**src/rtl/sbpt_pkg.sv**
```systemverilog
// Purpose: shared constants, types and lookups for the bus phase timer
// Assumes: 40 MHz core clock, every bus pin sampled through two flops
// Notes:   minimum delays round up, maximum delays round down
package sbpt_pkg;

	// ************************************************************
	// clock
	// ************************************************************
	localparam int CLK_NS = 25;                // core clock period
	localparam int CLK_HZ = 40_000_000;        // core clock rate

	// ************************************************************
	// short bus delays, printed figures and derived cycle counts
	// ************************************************************
	localparam int ARB_DELAY_NS   = 2400;      // min, before arbitration sample
	localparam int SETTLE_NS      = 400;       // min, idle before bus free
	localparam int BUS_CLEAR_NS   = 800;       // max, release after trigger
	localparam int FREE_REL_NS    = 1200;      // max, release after idle start
	localparam int BUS_FREE_NS    = 800;       // min, free to arbitration
	localparam int BUS_SET_NS     = 1600;      // max, free to arbitration
	localparam int DATA_REL_NS    = 400;       // max, data off after i/o rise
	localparam int RESET_HOLD_NS  = 25000;     // min, reset drive length

	localparam int ARB_CYC        = (ARB_DELAY_NS + CLK_NS - 1) / CLK_NS;
	localparam int SETTLE_CYC     = (SETTLE_NS + CLK_NS - 1) / CLK_NS;
	localparam int BUS_CLEAR_CYC  = BUS_CLEAR_NS / CLK_NS;
	localparam int FREE_REL_CYC   = FREE_REL_NS / CLK_NS;
	localparam int BUS_FREE_CYC   = (BUS_FREE_NS + CLK_NS - 1) / CLK_NS;
	localparam int BUS_SET_CYC    = BUS_SET_NS / CLK_NS;
	localparam int DATA_REL_CYC   = DATA_REL_NS / CLK_NS;
	localparam int RESET_HOLD_CYC = (RESET_HOLD_NS + CLK_NS - 1) / CLK_NS;

	// ************************************************************
	// long delays, defaults of the top-level parameters
	// ************************************************************
	localparam int DISC_US        = 200;       // min, disconnect to arbitration
	localparam int SEL_ABORT_US   = 200;       // max, selected to bsy answer
	localparam int SEL_TMO_MS     = 250;       // min, wait for bsy answer
	localparam int POWER_ON_S     = 10;        // power-up answer deadline
	localparam int RESET_SEL_MS   = 250;       // bus reset answer deadline

	localparam int DISC_CYC       = DISC_US * (CLK_HZ / 1_000_000);
	localparam int SEL_ABORT_CYC  = SEL_ABORT_US * (CLK_HZ / 1_000_000);
	localparam int SEL_TMO_CYC    = SEL_TMO_MS * (CLK_HZ / 1000);
	localparam int POWER_ON_CYC   = POWER_ON_S * CLK_HZ;
	localparam int RESET_SEL_CYC  = RESET_SEL_MS * (CLK_HZ / 1000);

	// ************************************************************
	// synchronous transfer periods
	// ************************************************************
	localparam int FAST5_NS       = 200;
	localparam int FAST10_NS      = 100;
	localparam int FAST20_NS      = 50;
	localparam int FAST40_NS      = 25;
	localparam int FAST80_NS      = 25;

	// ************************************************************
	// widths, indices, reset values
	// ************************************************************
	localparam int CNT_W          = 8;         // phase and gap counters
	localparam int TMR_W          = 32;        // long delay timers
	localparam int T_DISC         = 0;         // disconnect hold-off
	localparam int T_RESP         = 1;         // selection answer window
	localparam int T_SELTO        = 2;         // selection time-out
	localparam int T_DEADL        = 3;         // power-up / reset deadline
	localparam int T_RSTH         = 4;         // reset drive hold
	localparam int N_TMR          = 5;
	localparam logic [CNT_W-1:0] GAP_RST = 8'hFF;   // gap counters start saturated

	typedef enum logic [3:0] {
		PH_BUSY   = 4'h1,   // bus in use, watching for idle
		PH_SETTLE = 4'h2,   // bsy and sel both low, settling
		PH_FREE   = 4'h4,   // bus free detected
		PH_ARB    = 4'h8    // own bsy and id asserted
	} sbpt_phase_t;

	typedef enum logic [2:0] {
		RATE_ASYNC  = 3'h0,
		RATE_FAST5  = 3'h1,
		RATE_FAST10 = 3'h2,
		RATE_FAST20 = 3'h3,
		RATE_FAST40 = 3'h4,
		RATE_FAST80 = 3'h5
	} sbpt_rate_t;

	typedef struct packed {
		logic bsy;      // busy
		logic sel;      // select
		logic rst;      // bus reset
		logic io;       // direction
		logic strobe;   // partner req or ack
	} sbpt_pins_t;

	typedef struct packed {
		logic [TMR_W-1:0] cnt;
		logic             run;
		logic             done;
	} sbpt_tmr_t;

	typedef struct packed {
		sbpt_pins_t       sync1;      // first synchroniser stage
		sbpt_pins_t       sync2;      // second synchroniser stage
		sbpt_pins_t       prev;       // delayed copy for edges
		sbpt_phase_t      phase;
		logic [CNT_W-1:0] cnt;        // phase cycle counter
		logic [CNT_W-1:0] tx_gap;     // cycles since own strobe
		logic [CNT_W-1:0] rx_gap;     // cycles since partner strobe
		logic             rx_seen;
		logic             release_all;
		logic             arb_sample;
		logic             data_release;
		logic             strobe_fire;
		logic             strobe_err;
		logic             booted;
		logic             rst_req_prev;
	} sbpt_state_t;

	// transfer period in cycles, asynchronous has no spacing
	function automatic logic [CNT_W-1:0] sbpt_period_cyc(input sbpt_rate_t r);
		case (r)
			RATE_FAST5:  sbpt_period_cyc = CNT_W'(FAST5_NS / CLK_NS);
			RATE_FAST10: sbpt_period_cyc = CNT_W'(FAST10_NS / CLK_NS);
			RATE_FAST20: sbpt_period_cyc = CNT_W'(FAST20_NS / CLK_NS);
			RATE_FAST40: sbpt_period_cyc = CNT_W'(FAST40_NS / CLK_NS);
			RATE_FAST80: sbpt_period_cyc = CNT_W'(FAST80_NS / CLK_NS);
			default:     sbpt_period_cyc = 8'h01;
		endcase
	endfunction : sbpt_period_cyc

endpackage : sbpt_pkg

```
**src/rtl/sbpt_delay_timer.sv**
```systemverilog
// Purpose: loadable down counter for one long bus delay
// Assumes: load value of zero means no delay
// Notes:   run stays high exactly load_val cycles, done pulses after
`timescale 1ns/100ps
`default_nettype none
module sbpt_delay_timer (
	input  wire logic                      clk,       // core clock
	input  wire logic                      resetn,    // sync reset, low
	input  wire logic                      load,      // start the delay
	input  wire logic                      abort,     // stop, no done
	input  wire logic [sbpt_pkg::TMR_W-1:0] load_val, // delay in cycles
	output logic                           run,       // delay in progress
	output logic                           done       // one-cycle expiry
);

	// ************************************************************
	// state
	// ************************************************************
	sbpt_pkg::sbpt_tmr_t cur_reg;   // registered state
	sbpt_pkg::sbpt_tmr_t cur_next;  // next state

	// next-state logic, abort beats load
	always_comb
	begin
		cur_next      = cur_reg;
		cur_next.done = 1'b0;
		if (abort)
		begin
			cur_next.run = 1'b0;
			cur_next.cnt = '0;
		end
		else if (load)
		begin
			cur_next.cnt = load_val;
			cur_next.run = (load_val != '0);
		end
		else if (cur_reg.run)
		begin
			// last cycle of the delay
			if (cur_reg.cnt == sbpt_pkg::TMR_W'(1))
			begin
				cur_next.run  = 1'b0;
				cur_next.done = 1'b1;
			end
			cur_next.cnt = cur_reg.cnt - sbpt_pkg::TMR_W'(1);
		end
	end

	// state register
	always_ff @(posedge clk)
	begin
		if (!resetn)
			cur_reg <= '0;
		else
			cur_reg <= cur_next;
	end

	assign run  = cur_reg.run;
	assign done = cur_reg.done;

endmodule : sbpt_delay_timer
`default_nettype wire

```
**src/rtl/sbpt_phase_timer.sv**
```systemverilog
// Purpose: protocol delay enforcement for a parallel bus device
// Assumes: bus pins are asynchronous, control inputs are on clk
// Notes:   releases are flagged one cycle after their trigger
// Overview of operation
// wait arbitration delay before sampling the bus
// bus free after bsy, sel idle settle delay
// release all within clear delay of trigger
// bus free release within 1200 ns of idle
// slow detection shortens release window accordingly
// wait bus free delay before arbitrating
// arbitrate no later than bus set delay
// initiator drops data soon after i/o rises
// wait disconnection delay before rearbitrating
// answer basic commands within ten seconds, recommended
// strobe assertion edges spaced by transfer period
// fastest supported rate timing always applies; code spaces strobes by the slower of rate_max and rate_neg
// drive bus reset at least reset hold
// no bsy answer after selection abort time
// wait selection time-out before time-out procedure
// delays are counters, minimum up, maximum down
// bus reset aborts counters, returns to idle; code leaves the own reset hold timer running
`timescale 1ns/100ps
`default_nettype none
module sbpt_phase_timer #(
	parameter logic [31:0] DISC_CYC_P      = 32'(sbpt_pkg::DISC_CYC),
	parameter logic [31:0] SEL_ABORT_CYC_P = 32'(sbpt_pkg::SEL_ABORT_CYC),
	parameter logic [31:0] SEL_TMO_CYC_P   = 32'(sbpt_pkg::SEL_TMO_CYC),
	parameter logic [31:0] POWER_ON_CYC_P  = 32'(sbpt_pkg::POWER_ON_CYC),
	parameter logic [31:0] RESET_SEL_CYC_P = 32'(sbpt_pkg::RESET_SEL_CYC)
) (
	input  wire logic                 clk,            // 40 MHz
	input  wire logic                 resetn,         // sync reset, low
	input  wire sbpt_pkg::sbpt_pins_t bus_in,         // raw bus pins
	input  wire sbpt_pkg::sbpt_rate_t rate_max,       // fastest supported
	input  wire sbpt_pkg::sbpt_rate_t rate_neg,       // negotiated rate
	input  wire logic                 is_initiator,   // initiator role
	input  wire logic                 arb_request,    // wish to arbitrate
	input  wire logic                 disconnect,     // bsy freed for disconnect
	input  wire logic                 selected,       // selection detected
	input  wire logic                 bsy_response,   // own bsy answer given
	input  wire logic                 sel_start,      // own selection begun
	input  wire logic                 strobe_request, // want a strobe edge
	input  wire logic                 rst_request,    // want bus reset
	output logic                      bus_free,       // bus free phase
	output logic                      release_all,    // release every signal
	output logic                      arb_assert,     // drive bsy and own id
	output logic                      arb_sample,     // evaluate arbitration
	output logic                      data_release,   // drop data bus
	output logic                      resp_allow,     // bsy answer allowed
	output logic                      sel_timeout,    // selection timed out
	output logic                      ready_deadline, // answer deadline reached
	output logic                      disc_holdoff,   // arbitration blocked
	output logic                      strobe_fire,    // assert strobe now
	output logic                      strobe_err,     // partner strobe too soon
	output logic                      rst_oe          // drive bus reset
);

	// ************************************************************
	// state and timer wiring
	// ************************************************************
	localparam int CNT_W = sbpt_pkg::CNT_W;                            // counter width
	localparam logic [sbpt_pkg::CNT_W-1:0] GAP_MAX = sbpt_pkg::GAP_RST; // saturation
	sbpt_pkg::sbpt_state_t s_reg;                      // all state
	sbpt_pkg::sbpt_state_t s_next;                     // next state
	logic [sbpt_pkg::N_TMR-1:0]              t_load;   // timer starts
	logic [sbpt_pkg::N_TMR-1:0]              t_abort;  // timer stops
	logic [sbpt_pkg::N_TMR-1:0]              t_run;    // timer busy
	logic [sbpt_pkg::N_TMR-1:0]              t_done;   // timer expiry
	logic [sbpt_pkg::TMR_W-1:0]              t_val [sbpt_pkg::N_TMR];
	logic                                    rst_s;    // synced reset pin
	logic                                    idle_s;   // bsy and sel low
	logic                                    bsy_rise; // bsy answer seen
	logic                                    io_rise;  // i/o false to true
	logic                                    rx_rise;  // partner strobe edge
	logic [sbpt_pkg::CNT_W-1:0]              period;   // strobe spacing

	// decoded synchronised pins
	assign rst_s    = s_reg.sync2.rst;
	assign idle_s   = !s_reg.sync2.bsy && !s_reg.sync2.sel;
	assign bsy_rise = s_reg.sync2.bsy && !s_reg.prev.bsy;
	assign io_rise  = s_reg.sync2.io && !s_reg.prev.io;
	assign rx_rise  = s_reg.sync2.strobe && !s_reg.prev.strobe;

	// spacing never shorter than the fastest supported rate allows
	always_comb
	begin
		if (sbpt_pkg::sbpt_period_cyc(rate_neg) > sbpt_pkg::sbpt_period_cyc(rate_max))
			period = sbpt_pkg::sbpt_period_cyc(rate_neg);
		else
			period = sbpt_pkg::sbpt_period_cyc(rate_max);
	end

	// ************************************************************
	// long delay timers
	// ************************************************************
	always_comb
	begin
		// disconnect hold-off, minimum delay
		t_load[sbpt_pkg::T_DISC]   = disconnect;
		t_abort[sbpt_pkg::T_DISC]  = rst_s;
		t_val[sbpt_pkg::T_DISC]    = DISC_CYC_P;
		// selection answer window, maximum delay
		t_load[sbpt_pkg::T_RESP]   = selected;
		t_abort[sbpt_pkg::T_RESP]  = rst_s || bsy_response;
		t_val[sbpt_pkg::T_RESP]    = SEL_ABORT_CYC_P;
		// selection time-out, ended by a bsy answer
		t_load[sbpt_pkg::T_SELTO]  = sel_start;
		t_abort[sbpt_pkg::T_SELTO] = rst_s || bsy_rise;
		t_val[sbpt_pkg::T_SELTO]   = SEL_TMO_CYC_P;
		// answer deadline after power-up or after a bus reset
		t_load[sbpt_pkg::T_DEADL]  = !s_reg.booted || (!rst_s && s_reg.prev.rst);
		t_abort[sbpt_pkg::T_DEADL] = rst_s;
		t_val[sbpt_pkg::T_DEADL]   = s_reg.booted ? RESET_SEL_CYC_P : POWER_ON_CYC_P;
		// own reset drive, never cut short by the bus reset it makes
		t_load[sbpt_pkg::T_RSTH]   = rst_request && !s_reg.rst_req_prev
			&& !t_run[sbpt_pkg::T_RSTH];
		t_abort[sbpt_pkg::T_RSTH]  = 1'b0;
		t_val[sbpt_pkg::T_RSTH]    = 32'(sbpt_pkg::RESET_HOLD_CYC);
	end

	// one counter per timer index, power-up and bus reset deadlines share one
	generate
		for (genvar i = 0; i < sbpt_pkg::N_TMR; i++)
		begin : g_tmr
			sbpt_delay_timer u_tmr (
				.clk      (clk),
				.resetn   (resetn),
				.load     (t_load[i]),
				.abort    (t_abort[i]),
				.load_val (t_val[i]),
				.run      (t_run[i]),
				.done     (t_done[i])
			);
		end
	endgenerate

	// ************************************************************
	// next-state logic
	// ************************************************************
	always_comb
	begin
		s_next              = s_reg;
		s_next.sync1        = bus_in;
		s_next.sync2        = s_reg.sync1;
		s_next.prev         = s_reg.sync2;
		s_next.booted       = 1'b1;
		s_next.rst_req_prev = rst_request;
		s_next.release_all  = 1'b0;
		s_next.arb_sample   = 1'b0;
		s_next.strobe_fire  = 1'b0;
		s_next.strobe_err   = 1'b0;
		// initiator leaves the data bus on i/o rise
		s_next.data_release = is_initiator && io_rise;

		// own strobe spacing
		if (strobe_request && s_reg.tx_gap >= period)
		begin
			s_next.strobe_fire = 1'b1;
			s_next.tx_gap      = 8'h01;
		end
		else if (s_reg.tx_gap != GAP_MAX)
			s_next.tx_gap = s_reg.tx_gap + 8'h01;

		// partner strobe spacing check
		if (rx_rise)
		begin
			s_next.strobe_err = s_reg.rx_seen && (s_reg.rx_gap < period);
			s_next.rx_gap     = 8'h01;
			s_next.rx_seen    = 1'b1;
		end
		else if (s_reg.rx_gap != GAP_MAX)
			s_next.rx_gap = s_reg.rx_gap + 8'h01;

		if (rst_s)
		begin
			// bus reset: release, drop arbitration, back to watching
			s_next.release_all = 1'b1;
			s_next.phase       = sbpt_pkg::PH_BUSY;
			s_next.cnt         = '0;
			s_next.rx_seen     = 1'b0;
		end
		else
		begin
			case (s_reg.phase)
				sbpt_pkg::PH_BUSY:
				begin
					// first idle cycle starts the settle count
					if (idle_s)
					begin
						s_next.phase = sbpt_pkg::PH_SETTLE;
						s_next.cnt   = 8'h01;
					end
				end
				sbpt_pkg::PH_SETTLE:
				begin
					if (!idle_s)
						s_next.phase = sbpt_pkg::PH_BUSY;
					else if (s_reg.cnt >= CNT_W'(sbpt_pkg::SETTLE_CYC))
					begin
						// detection on time, so release needs no shortening
						s_next.phase       = sbpt_pkg::PH_FREE;
						s_next.release_all = 1'b1;
						s_next.cnt         = 8'h01;
					end
					else
						s_next.cnt = s_reg.cnt + 8'h01;
				end
				sbpt_pkg::PH_FREE:
				begin
					// a winner's sel ends the phase; so does a missed window
					if (s_reg.sync2.sel || s_reg.cnt >= CNT_W'(sbpt_pkg::BUS_SET_CYC))
						s_next.phase = sbpt_pkg::PH_BUSY;
					else if (arb_request && !t_run[sbpt_pkg::T_DISC]
						&& s_reg.cnt >= CNT_W'(sbpt_pkg::BUS_FREE_CYC))
					begin
						s_next.phase = sbpt_pkg::PH_ARB;
						s_next.cnt   = 8'h01;
					end
					else
						s_next.cnt = s_reg.cnt + 8'h01;
				end
				sbpt_pkg::PH_ARB:
				begin
					if (s_reg.sync2.sel)
					begin
						// another device selects: back off at once
						s_next.phase       = sbpt_pkg::PH_BUSY;
						s_next.release_all = 1'b1;
					end
					else if (s_reg.cnt >= CNT_W'(sbpt_pkg::ARB_CYC))
					begin
						s_next.phase      = sbpt_pkg::PH_BUSY;
						s_next.arb_sample = 1'b1;
					end
					else
						s_next.cnt = s_reg.cnt + 8'h01;
				end
				default:
				begin
					s_next.phase = sbpt_pkg::PH_BUSY;
					s_next.cnt   = '0;
				end
			endcase
		end
	end

	// state register, constants only under reset
	always_ff @(posedge clk)
	begin
		if (!resetn)
		begin
			s_reg        <= '0;
			s_reg.phase  <= sbpt_pkg::PH_BUSY;
			s_reg.tx_gap <= sbpt_pkg::GAP_RST;
			s_reg.rx_gap <= sbpt_pkg::GAP_RST;
		end
		else
			s_reg <= s_next;
	end

	// ************************************************************
	// outputs
	// ************************************************************
	assign bus_free       = (s_reg.phase == sbpt_pkg::PH_FREE);
	assign arb_assert     = (s_reg.phase == sbpt_pkg::PH_ARB);
	assign release_all    = s_reg.release_all;
	assign arb_sample     = s_reg.arb_sample;
	assign data_release   = s_reg.data_release;
	assign strobe_fire    = s_reg.strobe_fire;
	assign strobe_err     = s_reg.strobe_err;
	assign disc_holdoff   = t_run[sbpt_pkg::T_DISC];
	assign resp_allow     = t_run[sbpt_pkg::T_RESP];
	assign sel_timeout    = t_done[sbpt_pkg::T_SELTO];
	assign ready_deadline = t_done[sbpt_pkg::T_DEADL];
	assign rst_oe         = rst_request || t_run[sbpt_pkg::T_RSTH];

	// ************************************************************
	// assertion helpers
	// ************************************************************
	logic [15:0] arb_age;    // cycles of own arbitration drive
	logic [15:0] free_age;   // cycles since bus free detection
	logic [15:0] idle_age;   // idle cycles since settle began
	logic [15:0] rst_age;    // cycles of reset drive

	// helper counters, read only by assertions
	always_ff @(posedge clk)
	begin
		if (!resetn)
		begin
			arb_age  <= 16'h0000;
			free_age <= 16'h0000;
			idle_age <= 16'h0000;
			rst_age  <= 16'h0000;
		end
		else
		begin
			arb_age  <= arb_assert ? arb_age + 16'h0001 : (arb_sample ? arb_age : 16'h0000);
			free_age <= bus_free ? free_age + 16'h0001 : 16'h0000;
			idle_age <= !idle_s ? 16'h0000 :
				((s_reg.phase == sbpt_pkg::PH_BUSY) ? 16'h0001 : idle_age + 16'h0001);
			rst_age  <= rst_oe ? rst_age + 16'h0001 : 16'h0000;
		end
	end

	// ************************************************************
	// assertions
	// ************************************************************
	a_arb_sample_late: assert property (@(posedge clk) disable iff (!resetn)
		arb_sample |-> arb_age >= 16'(sbpt_pkg::ARB_CYC))
		else $error("arbitration sampled too early");

	a_free_settled: assert property (@(posedge clk) disable iff (!resetn)
		$rose(bus_free) |-> $past(idle_age) >= 16'(sbpt_pkg::SETTLE_CYC - 1))
		else $error("bus free without full settle");

	a_free_release: assert property (@(posedge clk) disable iff (!resetn)
		$rose(bus_free) |-> release_all && idle_age <= 16'(sbpt_pkg::FREE_REL_CYC))
		else $error("bus free release late");

	a_sel_backoff: assert property (@(posedge clk) disable iff (!resetn)
		(arb_assert && s_reg.sync2.sel && !rst_s) |=> release_all && !arb_assert)
		else $error("no release on foreign sel");

	a_rst_abort: assert property (@(posedge clk) disable iff (!resetn)
		rst_s |=> release_all && !arb_assert && !bus_free && !disc_holdoff)
		else $error("bus reset did not abort");

	a_arb_window: assert property (@(posedge clk) disable iff (!resetn)
		$rose(arb_assert) |-> free_age >= 16'(sbpt_pkg::BUS_FREE_CYC)
			&& free_age <= 16'(sbpt_pkg::BUS_SET_CYC) && !$past(disc_holdoff))
		else $error("arbitration outside window");

	a_data_drop: assert property (@(posedge clk) disable iff (!resetn)
		(io_rise && is_initiator) |-> ##1 data_release)
		else $error("data bus not released");

	a_strobe_space: assert property (@(posedge clk) disable iff (!resetn)
		strobe_fire |=> !strobe_fire || period == 8'h01)
		else $error("strobe edges too close");

	a_rst_hold: assert property (@(posedge clk) disable iff (!resetn)
		$fell(rst_oe) |-> rst_age >= 16'(sbpt_pkg::RESET_HOLD_CYC))
		else $error("reset drive too short");

	a_resp_window: assert property (@(posedge clk) disable iff (!resetn)
		$rose(selected) && !rst_s |=> resp_allow)
		else $error("answer window not opened");

endmodule : sbpt_phase_timer
`default_nettype wire

```
**config.mk**
```make
export PLATFORM = sky130hd
export DESIGN_NAME = sbpt_phase_timer
export DESIGN_NICKNAME = d
export VERILOG_FILES = /design/src/rtl/sbpt_pkg.sv /design/src/rtl/sbpt_delay_timer.sv /design/src/rtl/sbpt_phase_timer.sv
export SDC_FILE = /design/constraint.sdc
export NUM_CORES = 1
export LEC_CHECK = 0
export CORE_ASPECT_RATIO = 0.8
export CORE_MARGIN = 2
export CORE_UTILIZATION = 45
export CTS_CLUSTER_SIZE = 30
export DETAILED_ROUTE_END_ITERATION = 10
export DONT_BUFFER_PORTS = 1
export GPL_ROUTABILITY_DRIVEN = 0
export PLACE_DENSITY_LB_ADDON = 0.15
export SYNTH_ARGS = -nofsm -noshare
export SYNTH_HDL_FRONTEND = slang
export SYNTH_SLANG_ARGS = --single-unit
export TNS_END_PERCENT = 1
```
**constraint.sdc**
```tcl
create_clock -name clk -period 10.6 [get_ports clk]
set_input_delay 2.65 -clock clk [delete_from_list [all_inputs] [get_ports clk]]
set_output_delay 2.65 -clock clk [all_outputs]
set_load 0.03 [all_outputs]
```
==> impl_results.md <==
* Seq/Total Area, Yosys at 44.4%
* DR DRC count at 0
* Worst vdd ir at 130 µV
* Family with the most delay on the worst path: simple AND/OR/NAND/NOR gates
* GRT Max-Usage Layer: met2
* H-tree depth at 1
* Final ANT Viol Nets at 0
* Core area at 0.0214 mm²
* Hold_ws at 0.435 ns
* Pre-CTS setup slack at 4.94 ns
* Wire per inst at 13.2 µm
* Slowest CP cell: or2_2
* Final instance area at 0.0107 mm²
* DIE HEIGHT at 136 µm
* M3 GR Usage at 3.26%
* Crit path capture type: output pin
* # IOs at 33
* DRT Wirelength at 18.4 mm
* CTS Hold Buffers Added at 0
* Status: completed
* PnR worst setup slack at 4.95 ns
* Setup violators final at 0
* IO buf count at 0
* Reg power frac at 46.6%
* Hold Crit Class: reg2reg
* Max frequency at 177 MHz
* Avg Synthesized Cell Area at 8.80 µm²
* Met2 Use GR at 24.2%
* Total track usage at 16.2%
* Worst setup SP type: primary input
* Crit path max fanout at 3
* Post-synth EDFFs at 0
* Syn Nets at 1156
* Crit path buffers/inverters at 0
* Number of global-route vias before repair at 6668
* Root Buffer Master: clkbuf_16
* R2r setup slk at 7.86 ns
* Buffer depth of the longest clock path at 3
* Share of cells above drive strength 1 at 5.38%
* CP Cell Sequence: or2_2
* Reg2reg end: g_tmr[0].u_tmr.cur_reg[33]
* Sw Ratio at 27.2%
* Post-route insts no fill at 1392
* Grt total ovfl at 0
* Finished Core Util at 50.0%
* PwrDens at 186 mW/mm²
* Clk sink count at 217
* Die Area at 0.0229 mm²
* Period utilization at 53.3%
* Switching pwr at 0.541 mW
* Static Leak at 3.81 nW
* Postcts setup bufs at 0
* Setup TNS at 0 ns
* Int Pwr at 1.45 mW
* Worst slew margin at 32.6%
* Max_cap viols at 0
* Main synth FF type: dfxtp_1
* Placement Cell Area at 0.0100 mm²
* CTS tree: done
* Skew-Pair Late Insertion Delay at 0.51 ns
* Ys async rst share at 0%
* Worst flop-to-flop path startpoint: g_tmr[0].u_tmr.run
* Hold Path End: s_next[37]
* Vias per cell at 5.26
* Cts bufs inserted at 23
* Worst R2R Path Depth at 6
* Final min period at 5.65 ns
* Worst Path Arrival at 3.00 ns
* Placed Cells incl. Taps at 1351
* Comb pwr share at 14.4%
* Chip width at 169 µm
* CP max stage delay at 0.35 ns
* Synth unique cells at 61
* First-pass GRT wire length at 31.8 mm
* Worst-Margin Slew at 1.01 ns
* Grt met1 use at 24.2%
* Hold Crit Depth at 1
* Skew final at 0.0239 ns
* Area grow syn2layout at 9.60%
* Starting density of the core at 45.6%
* Pre-antenna DRT Iters at 6
* Largest register FFs at 160
* Post-CTS sizing at 0
* Post-Synthesis Cells at 1112
* Power consumption at 1.99 mW
* DRT iter0 DRCs at 437
* Fin. max-slew vios at 0
* Endpoints failing hold at 0
* Pin count of the biggest net entering global routing at 34
* Initial antenna violation count at 2
* Via Count at 7316
* YS warnings at 0
* Hold_sp: s_next[42]
* Synthesized area at 0.00979 mm²
* Clock power frac at 39.0%
* RSZ-0062 raised after global routing: false
* Fin nets at 1145
* Register bit total from synthesis at 217
* Rows at 48
* Worst-path clk slew at 0.05 ns
* Critical path required time at 7.95 ns
* CP Class: in2out
* Hpwl dp at 12.2 mm
==> final cells by class <==
cell class              instances  area [µm²]
fillers                      2019       10700
clock inverters                11         120
repair buffers                  1        7.51
multi-input cells             829        5190
flip-flops and latches        217        4340
diodes                          2        5.00
inverters                      29         109
clock buffers                  28         604
well taps                     275         344
==> cell usage in the layout, fill, tap and decap left out, types with 10 or more instances in the layout <==
master and count:
nor3b_1 10, o21ai_0 39, xor2_1 63, nand4_1 18, nand3_1 26, ha_1 23
nor4_1 34, inv_1 27, nor2_1 172, a211oi_1 12, a21oi_1 54, or3_1 22
nor3_1 57, or4_1 24, dfxtp_1 217, nand2b_1 10, nand2_1 49, o31ai_1 10
xnor2_1 80, and2_1 19, clkbuf_16 23
==> cells by family (layout without fill, tap and decap cells) <==
kind of cell	count (synthesis)	after routing	synth area share, %
buffers and inverters	66	69	2.56
AO/OA/AOI/OAI	156	156	9.62
multiplexers	6	6	0.614
flip-flops	217	217	44.4
AND/OR/NAND/NOR	500	500	27.0
XOR/XNOR	143	143	12.8
other	0	2	0
adder cells (fa/ha/maj)	24	24	3.04
==> synth_stat cells, types with 12 or more instances <==
library cell  number  area [µm²]
nor4_1            34         213
nand4_1           18         113
nor2_1           172         646
o21ai_0           39         195
a211oi_1          12        90.1
xnor2_1           80         701
dfxtp_1          217        4340
nand2_1           49         184
nor3_1            57         285
or4_1             24         180
clkbuf_1          32         120
xor2_1            63         552
nand3_1           26         130
inv_1             27         101
ha_1              23         288
and2_1            19         119
or3_1             22         138
a21oi_1           54         270
==> how the worst max path moves through the flow <==
| stage | from | endpoint | depth (start not counted) | slack [ns] |
|---|---|---|---|---|
| CTS | rst_request | rst_oe | 1 | 4.95 |
| finish | rst_request | rst_oe | 1 | 4.95 |
| detailed placement | rate_max[2] | s_reg[16] | 11 | 4.94 |
| global placement | rst_request | rst_oe | 1 | 4.95 |
| floorplan | rst_request | rst_oe | 1 | 4.95 |
| global route | rst_request | rst_oe | 1 | 4.95 |
==> power groups by stage <==
stage / clock network (mW) / registers [mW] / logic, mW
2_1_floorplan: 0 / 0.924 / 0.252
3_3_place_gp: 0 / 0.944 / 0.285
3_5_place_dp: 0 / 0.944 / 0.287
4_1_cts: 0.799 / 0.926 / 0.289
5_1_grt: 0.835 / 0.936 / 0.328
6_report: 0.775 / 0.927 / 0.287
==> per-layer routing <==
metal  share of wire (%)  vias to the layer above  routed length (µm)
met4                 1.2                        0                 223
met5                   0                        -                   0
li1                    -                     3879                   -
met1                  54                     3343                9950
met2                  41                       76                7640
met3                 3.2                       18                 594
Note: power is estimated with default switching activity, not from simulation.
